--- src/design/fault_flags_pkg.sv ---
// Constants shared by the gate driver fault flag register logic
package fault_flags_pkg;

  // Register access port
  localparam int unsigned ADDR_W = 7;
  localparam int unsigned DATA_W = 32;
  localparam logic [6:0] FLAGS_ADDR = 7'h01;

  // Flag register layout
  localparam int unsigned FLAGS_W = 15;
  localparam int unsigned PHASES = 3;
  localparam int unsigned RESET_BIT = 0;
  localparam int unsigned PREWARN_BIT = 1;
  localparam int unsigned OVERTEMP_BIT = 2;
  localparam int unsigned UNDERVOLT_BIT = 3;
  localparam int unsigned SHORT_COUNT_BASE = 4;
  localparam int unsigned GROUND_SHORT_BASE = 5;
  localparam int unsigned SUPPLY_SHORT_BASE = 6;
  localparam int unsigned PHASE_STRIDE = 4;

  // Reset value, implemented bits, bits kept over an enable cycle, fault bits
  localparam logic [14:0] FLAGS_RESET = 15'h0001;
  localparam logic [14:0] FLAGS_VALID = 15'h777f;
  localparam logic [14:0] FLAGS_KEEP_ON_CYCLE = 15'h0003;
  localparam logic [14:0] FLAGS_FAULT_MASK = 15'h777c;
  localparam logic [16:0] READ_PAD = 17'h00000;

  // Pin synchroniser width: enable, 3 levels, 3 x 3 phase events, 2 x 3 inputs
  localparam int unsigned SYNC_W = 19;

  // Bit position of a per-phase flag
  function automatic int unsigned phase_bit(input int unsigned base, input int unsigned phase);
    phase_bit = base + PHASE_STRIDE * phase;
  endfunction

endpackage

--- src/design/pin_sync3.sv ---
// Three-stage synchroniser with agreement filter for asynchronous pins
`timescale 1ns/1ps
module pin_sync3 #(
  parameter int unsigned WIDTH = 1
) (
  input  wire logic             ref_clk_i,
  input  wire logic             nrst_i,
  input  wire logic [WIDTH-1:0] async_i,
  output logic      [WIDTH-1:0] level_o
);

  typedef struct packed {
    logic [WIDTH-1:0] s1;
    logic [WIDTH-1:0] s2;
    logic [WIDTH-1:0] s3;
    logic [WIDTH-1:0] level;
  } sync_state_t;

  sync_state_t q;
  sync_state_t d;

  always_comb begin
    d    = q;
    d.s1 = async_i;
    d.s2 = q.s1;
    d.s3 = q.s2;
    // Take a change only once the second and third stages agree
    for (int i = 0; i < int'(WIDTH); i++) begin
      if (q.s2[i] == q.s3[i]) begin
        d.level[i] = q.s3[i];
      end
    end
  end

  always_ff @(posedge ref_clk_i) begin
    if (!nrst_i) begin
      q <= '0;
    end else begin
      q <= d;
    end
  end

  assign level_o = q.level;

endmodule

--- src/design/enable_cycle_detect.sv ---
// Detects a low-high cycle of the filtered driver enable level
`timescale 1ns/1ps
module enable_cycle_detect (
  input  wire logic ref_clk_i,
  input  wire logic nrst_i,
  input  wire logic enable_i,
  output logic      cycle_o
);

  typedef struct packed {
    logic seen_low;
    logic prev;
    logic cycle;
  } cycle_state_t;

  cycle_state_t q;
  cycle_state_t d;

  always_comb begin
    d       = q;
    d.prev  = enable_i;
    d.cycle = 1'b0;
    if (!enable_i) begin
      d.seen_low = 1'b1;
    end else if (q.seen_low && !q.prev) begin
      d.cycle    = 1'b1;
      d.seen_low = 1'b0;
    end
  end

  always_ff @(posedge ref_clk_i) begin
    if (!nrst_i) begin
      q <= '0;
    end else begin
      q <= d;
    end
  end

  assign cycle_o = q.cycle;

endmodule

--- src/design/gate_driver_fault_status_flags.sv ---
// Global fault flag register of a three-phase gate driver
// Function
// RULE1: Writing one to a flag bit clears that flag.
// RULE2: Enable pin low-high cycle clears all flags except reset and prewarning.
// RULE3: Host must switch transistor off; clearing a flag never re-enables it.
// RULE4: After reset, reset flag reads one and registers hold reset values.
// RULE5: Reset flag clears only while driver enable pin is high.
// RULE6: Bit 1 latches on temperature prewarning; no protective action follows.
// RULE7: Bit 2 latches on overtemperature; clearing ignored while condition persists.
// RULE8: Bit 3 latches on pump undervoltage; gates off during undervoltage.
// RULE9: Bits 4, 8, 12 latch when phase U, V, W short counters trigger.
// RULE10: Bits 5, 9, 13 latch ground shorts; phase stays off until cleared.
// RULE11: Bits 6, 10 latch supply shorts; phase stays off until cleared.
// RULE12: Bit 14 latches phase W supply short; stays off until cleared.
// RULE13: Fault output is OR of overtemperature, undervoltage and short flags.
// RULE14: Writing zero leaves flags unchanged; bits 7 and 11 read zero.
// RULE15: A set event in the clearing cycle wins; flag stays one.
`timescale 1ns/1ps
module gate_driver_fault_status_flags (
  input  wire logic        ref_clk_i,
  input  wire logic        nrst_i,
  // Register access from the serial interface decoder
  input  wire logic [6:0]  reg_addr_i,
  input  wire logic        reg_wr_i,
  input  wire logic [31:0] reg_wdata_i,
  input  wire logic        reg_rd_i,
  output logic      [31:0] reg_rdata_o,
  output logic             reg_rvalid_o,
  // Driver enable pin
  input  wire logic        drv_en_i,
  // Detection circuit levels
  input  wire logic        prewarn_i,
  input  wire logic        overtemp_i,
  input  wire logic        pump_uv_i,
  input  wire logic [2:0]  short_count_i,
  input  wire logic [2:0]  ground_short_i,
  input  wire logic [2:0]  supply_short_i,
  // Control inputs, one per phase
  input  wire logic [2:0]  high_side_input_i,
  input  wire logic [2:0]  low_side_input_i,
  // Gate commands and fault status
  output logic      [2:0]  high_side_gate_o,
  output logic      [2:0]  low_side_gate_o,
  output logic             fault_status_o
);

  typedef struct packed {
    logic [14:0] flags;
    logic [2:0]  lock;
    logic [31:0] rdata;
    logic        rvalid;
    logic [2:0]  hs_gate;
    logic [2:0]  ls_gate;
    logic        fault;
  } flag_state_t;

  localparam flag_state_t STATE_RESET = '{
    flags:   fault_flags_pkg::FLAGS_RESET,
    lock:    3'h0,
    rdata:   32'h00000000,
    rvalid:  1'b0,
    hs_gate: 3'h0,
    ls_gate: 3'h0,
    fault:   1'b0
  };

  flag_state_t q;
  flag_state_t d;

  logic [fault_flags_pkg::SYNC_W-1:0] pins_s;
  logic                               drv_en_s;
  logic                               prewarn_s;
  logic                               overtemp_s;
  logic                               pump_uv_s;
  logic [2:0]                         short_count_s;
  logic [2:0]                         ground_short_s;
  logic [2:0]                         supply_short_s;
  logic [2:0]                         hs_in_s;
  logic [2:0]                         ls_in_s;
  logic                               en_cycle;

  // All pins come from outside the clock domain
  pin_sync3 #(
    .WIDTH (fault_flags_pkg::SYNC_W)
  ) u_pin_sync (
    .ref_clk_i (ref_clk_i),
    .nrst_i    (nrst_i),
    .async_i   ({drv_en_i, prewarn_i, overtemp_i, pump_uv_i, short_count_i,
                 ground_short_i, supply_short_i, high_side_input_i,
                 low_side_input_i}),
    .level_o   (pins_s)
  );

  assign {drv_en_s, prewarn_s, overtemp_s, pump_uv_s, short_count_s,
          ground_short_s, supply_short_s, hs_in_s, ls_in_s} = pins_s;

  enable_cycle_detect u_cycle (
    .ref_clk_i (ref_clk_i),
    .nrst_i    (nrst_i),
    .enable_i  (drv_en_s),
    .cycle_o   (en_cycle)
  );

  logic [14:0] set_vec;
  logic [14:0] clr_vec;
  logic        flags_hit;
  logic        phase_off;
  logic        phase_en;
  int unsigned gnd_pos;
  int unsigned sup_pos;

  always_comb begin
    d         = q;
    set_vec   = 15'h0000;
    clr_vec   = 15'h0000;
    flags_hit = (reg_addr_i == fault_flags_pkg::FLAGS_ADDR);
    phase_off = 1'b0;
    phase_en  = 1'b0;
    gnd_pos   = 0;
    sup_pos   = 0;

    // Set events
    set_vec[fault_flags_pkg::PREWARN_BIT]   = prewarn_s; // RULE6
    set_vec[fault_flags_pkg::OVERTEMP_BIT]  = overtemp_s; // RULE7
    set_vec[fault_flags_pkg::UNDERVOLT_BIT] = pump_uv_s; // RULE8
    for (int unsigned p = 0; p < fault_flags_pkg::PHASES; p++) begin
      set_vec[fault_flags_pkg::phase_bit(fault_flags_pkg::SHORT_COUNT_BASE, p)] =
        short_count_s[p]; // RULE9
      set_vec[fault_flags_pkg::phase_bit(fault_flags_pkg::GROUND_SHORT_BASE, p)] =
        ground_short_s[p]; // RULE10
      set_vec[fault_flags_pkg::phase_bit(fault_flags_pkg::SUPPLY_SHORT_BASE, p)] =
        supply_short_s[p]; // RULE11 RULE12
    end

    // Write-one-to-clear; zero bits and unimplemented bits are untouched
    if (reg_wr_i && flags_hit) begin
      clr_vec = reg_wdata_i[14:0] & fault_flags_pkg::FLAGS_VALID; // RULE1 RULE14
    end
    if (!drv_en_s) begin
      clr_vec[fault_flags_pkg::RESET_BIT] = 1'b0; // RULE5
    end
    if (overtemp_s) begin
      clr_vec[fault_flags_pkg::OVERTEMP_BIT] = 1'b0; // RULE7
    end

    // Enable cycle clears all but reset and prewarning
    if (en_cycle) begin
      clr_vec = clr_vec | (fault_flags_pkg::FLAGS_VALID &
                           ~fault_flags_pkg::FLAGS_KEEP_ON_CYCLE); // RULE2
    end

    // Set wins over a clear in the same cycle
    d.flags = ((q.flags & ~clr_vec) | set_vec) & fault_flags_pkg::FLAGS_VALID; // RULE15 RULE14

    // Per-phase shutdown from short flags
    for (int unsigned p = 0; p < fault_flags_pkg::PHASES; p++) begin
      gnd_pos   = fault_flags_pkg::phase_bit(fault_flags_pkg::GROUND_SHORT_BASE, p);
      sup_pos   = fault_flags_pkg::phase_bit(fault_flags_pkg::SUPPLY_SHORT_BASE, p);
      phase_off = d.flags[gnd_pos] | d.flags[sup_pos];
      // Lock releases only once both inputs of the phase are off
      if (phase_off) begin
        d.lock[p] = 1'b1; // RULE10 RULE11 RULE12
      end else if (!hs_in_s[p] && !ls_in_s[p]) begin
        d.lock[p] = 1'b0; // RULE3
      end
      phase_en = drv_en_s & ~pump_uv_s & ~overtemp_s & ~phase_off & ~q.lock[p]; // RULE8
      d.hs_gate[p] = hs_in_s[p] & phase_en;
      d.ls_gate[p] = ls_in_s[p] & phase_en;
    end

    d.fault = |(d.flags & fault_flags_pkg::FLAGS_FAULT_MASK); // RULE13

    // Read port; unmapped addresses return zero
    d.rvalid = reg_rd_i;
    d.rdata  = 32'h00000000;
    if (reg_rd_i && flags_hit) begin
      d.rdata = {fault_flags_pkg::READ_PAD, q.flags}; // RULE14
    end
  end

  always_ff @(posedge ref_clk_i) begin
    if (!nrst_i) begin
      q <= STATE_RESET; // RULE4
    end else begin
      q <= d;
    end
  end

  assign reg_rdata_o      = q.rdata;
  assign reg_rvalid_o     = q.rvalid;
  assign high_side_gate_o = q.hs_gate;
  assign low_side_gate_o  = q.ls_gate;
  assign fault_status_o   = q.fault;

endmodule

--- config.mk ---
export PLATFORM = sky130hd
export DESIGN_NAME = gate_driver_fault_status_flags
export DESIGN_NICKNAME = d
export VERILOG_FILES = /design/src/design/fault_flags_pkg.sv /design/src/design/pin_sync3.sv /design/src/design/enable_cycle_detect.sv /design/src/design/gate_driver_fault_status_flags.sv
export SDC_FILE = /design/constraint.sdc
export NUM_CORES = 1
export LEC_CHECK = 0
export BUFFER_PORTS_ARGS = -buffer_cell sky130_fd_sc_hd__buf_2
export CORE_ASPECT_RATIO = 0.7
export CORE_MARGIN = 2
export CORE_UTILIZATION = 35
export CTS_BUF_LIST = sky130_fd_sc_hd__clkbuf_4 sky130_fd_sc_hd__clkbuf_8 sky130_fd_sc_hd__clkbuf_16
export DETAILED_ROUTE_END_ITERATION = 8
export PLACE_DENSITY = 0.69
export SYNTH_ARGS = -nofsm -noshare
export SYNTH_HDL_FRONTEND = slang
export SYNTH_SLANG_ARGS = --single-unit
--- constraint.sdc ---
create_clock -name ref_clk_i -period 3.8 [get_ports ref_clk_i]
set_clock_uncertainty 0.05 [all_clocks]
set_input_delay 0.19 -clock ref_clk_i [delete_from_list [all_inputs] [get_ports ref_clk_i]]
set_output_delay 0.19 -clock ref_clk_i [all_outputs]
set_load 0.005 [all_outputs]
==> impl_metrics.tcl <==
set metrics [dict create \
    outcome "finished clean" \
    wl_mm 7.36 \
    fin_crit_ns 2.28 \
    cp.arrival_ns 2.48 \
    grt_remaining_overflow 0 \
    grt_util_met2_pct 19.9 \
    internal_power_mw 2.50 \
    layout_commonest_cell "dfxtp_1" \
    ys_types 33 \
    place_ws_ns 1.61 \
    drc_errors 0 \
    grtUsageMet3_pct 5.95 \
    ant_nets 0 \
    ios 102 \
    numCtsBuffers 17 \
    setup.worst_path.class "in2reg" \
    die_height_microns 92.6 \
    wl_per_cell_microns 11.9 \
    place_congestion 0.778 \
    pwr-share-seq_pct 41.2 \
    cts_tree "built" \
    r2r_setup_slack_ns 2.14 \
    grt_pass1_wl_mm 11.8 \
    num_rows 32 \
    syn_inst 381 \
    cap_violations 0 \
    tns_ns 0 \
    clkPwrFrac_pct 56.0 \
    setup_viol 0 \
    p_sw_share_pct 18.2 \
    dieArea_sq_mm 0.0121 \
    p_comb_share_pct 2.9 \
    cts.path.max_buffers 2 \
    cp_max_fo 9 \
    place_hpwl_mm 4.93 \
    syn_to_final_growth_pct 27.7 \
    cp-start-kind "input port" \
    clk_pin_slew_worst_paths_ns 0.05 \
    p_leak_nw 2.11 \
    fin_ws_ns 1.52 \
    track_usage_pct 13.0 \
    vdd_drop_max_mv 0.371 \
    use_met1_pct 15.9 \
    fin_nets 512 \
    grt_pass1_vias 2516 \
    final_layout_size_suffix_gt1_share_pct 21.2 \
    period_share_pct 60.0 \
    utilization_pct 45.6 \
    clock_latency_ns 0.40 \
    diodes 0 \
    antenna_found_initial 0 \
    worst_pin_slew_ns 0.705 \
    grt_max_degree 69 \
    root_buffer "clkbuf_16" \
    core_area_sq_mm 0.0110 \
    initial_core_util_pct 35.8 \
    ys_seq_area_share_pct 59.2 \
    syn_area_sq_mm 0.00392 \
    max_freq_ghz 0.439 \
    power_density_mw_per_mm2 610 \
    cts_htree_levels 4 \
    avgSynthCellArea_sq_um 10.3 \
    synth-seq-cells 116 \
    dr.pass1.iters 4 \
    hold_viol 0 \
    drtIter0Drc 124 \
    yosysWarnings 0 \
    cts_sinks 116 \
    slew_viol_final 0 \
    layout_common_cells "dfxtp_1, and2_1, buf_2" \
    die_w_microns 131 \
    cp_data_required_time_ns 4.00 \
    p_switching_uw 556 \
    num_vias 2625 \
    finalPower_mw 3.05 \
    busiest_layer "met2" \
    port_buffers 63 \
    via_per_inst 4.26 \
    relSlewSlack_pct 52.7 \
    rsz0062_at_grt "false" \
    min_path_type "in2reg" \
    crit_path_end_kind "register" \
]
## power by group through the flow
| stage | Sequential [mW] | Combinational (mW) | Clock [mW] |
|---|---|---|---|
| floorplan | 1.28 | 0.0542 | 0 |
| global placement | 1.28 | 0.0716 | 0 |
| detailed placement | 1.28 | 0.0731 | 0 |
| CTS | 1.26 | 0.0888 | 1.74 |
| global route | 1.26 | 0.0994 | 1.80 |
| finish | 1.26 | 0.0877 | 1.71 |
## sequential cells by signal, indices dropped and copies added (netlist names)
signal	cells
u_pin_sync.level_o	19
low_side_gate_o	3
u_cycle.cycle_o	1
fault_status_o	1
q	16
high_side_gate_o	3
reg_rvalid_o	1
u_pin_sync.q	19
u_cycle.q	2
u_pin_sync.d	38
reg_rdata_o	13
## per-layer routing
metal	part of all wire, %	wire, microns
met2	45	3330
met1	48	3510
met3	6.0	439
met5	0	0
met4	1.0	76
## layout make-up
cell class                      count  area, sq um
Clock buffer                       21          468
Clock inverter                     11          180
Fill cell                        1046         5960
Inverter                            5         18.8
Multi-Input combinational cell    226         1300
Sequential cell                   116         2320
Tap cell                          153          191
Timing Repair Buffer               84          523
## synth_stat cells
master     number  share of area, %
a21boi_0        1              0.19
a21o_1          1              0.19
a21oi_1        23               2.9
a311oi_1        2              0.45
a31oi_1         1              0.16
a41oi_1         1              0.22
and2_1         77                12
buf_1           3              0.29
buf_4          38               7.3
buf_6           1              0.29
clkbuf_1       10              0.96
conb_1          1             0.096
dfxtp_1       116                59
inv_1           4              0.38
inv_2           1             0.096
nand2_1        21               2.0
nand2b_1        8               1.3
nand3_1         2              0.26
nand3b_1        1              0.19
nand4bb_1       1              0.29
nor2_1          9              0.86
nor2b_1         8               1.3
nor3_1          1              0.13
nor3b_1         1              0.19
nor4_1          6              0.96
nor4b_1         6               1.3
nor4bb_1        1              0.26
o21a_1          1              0.19
o21ai_0        22               2.8
o32a_1          8               2.0
or2_1           3              0.48
or3_1           1              0.16
or4_4           1              0.29
## critical path, stage by stage
cell and delay, ns:
dlygate4sd3_1 0.53, buf_2 0.14, nand4bb_1 0.48, o32a_1 0.54, nor4_1 0.43, a41oi_1 0.17
## per-stage QoR
stage,cell area (sq um),instances,hold slack (ns)
2_1_floorplan,3990,399,0.218
3_3_place_gp,4160,564,0.351
3_5_place_dp,4160,564,0.348
4_1_cts,5010,616,0.0160
5_1_grt,5010,616,0.0548
6_report,5010,616,0.0187
## timing repair
item                      in CTS  in global routing
gates resized for setup        0                  0
hold endpoints to repair      21                  0
buffers inserted               0                  0
hold buffers                  20                  0
## path summary, 6_finish.rpt
| kind | startpoint | end | depth (start not counted) |
|---|---|---|---|
| worst max register to register | u_cycle.cycle_o | fault_status_o | 4 |
| worst min-delay path | reg_rd_i | reg_rvalid_o | 2 |
| worst min register to register | u_pin_sync.d[43] | u_pin_sync.d[24] | 1 |
| worst max-delay path | reg_addr_i[1] | fault_status_o | 6 |
## cells by family (layout without fill, tap and decap cells)
| group | after synthesis | in the layout | share of synthesized area (%) |
|---|---|---|---|
| AO/OA/AOI/OAI | 60 | 60 | 9.19 |
| flip-flops | 116 | 116 | 59.2 |
| other | 1 | 19 | 0.0956 |
| buffers and inverters | 57 | 121 | 9.28 |
| AND/OR/NAND/NOR | 147 | 147 | 22.2 |
Note: power is estimated with default switching activity, not from simulation.
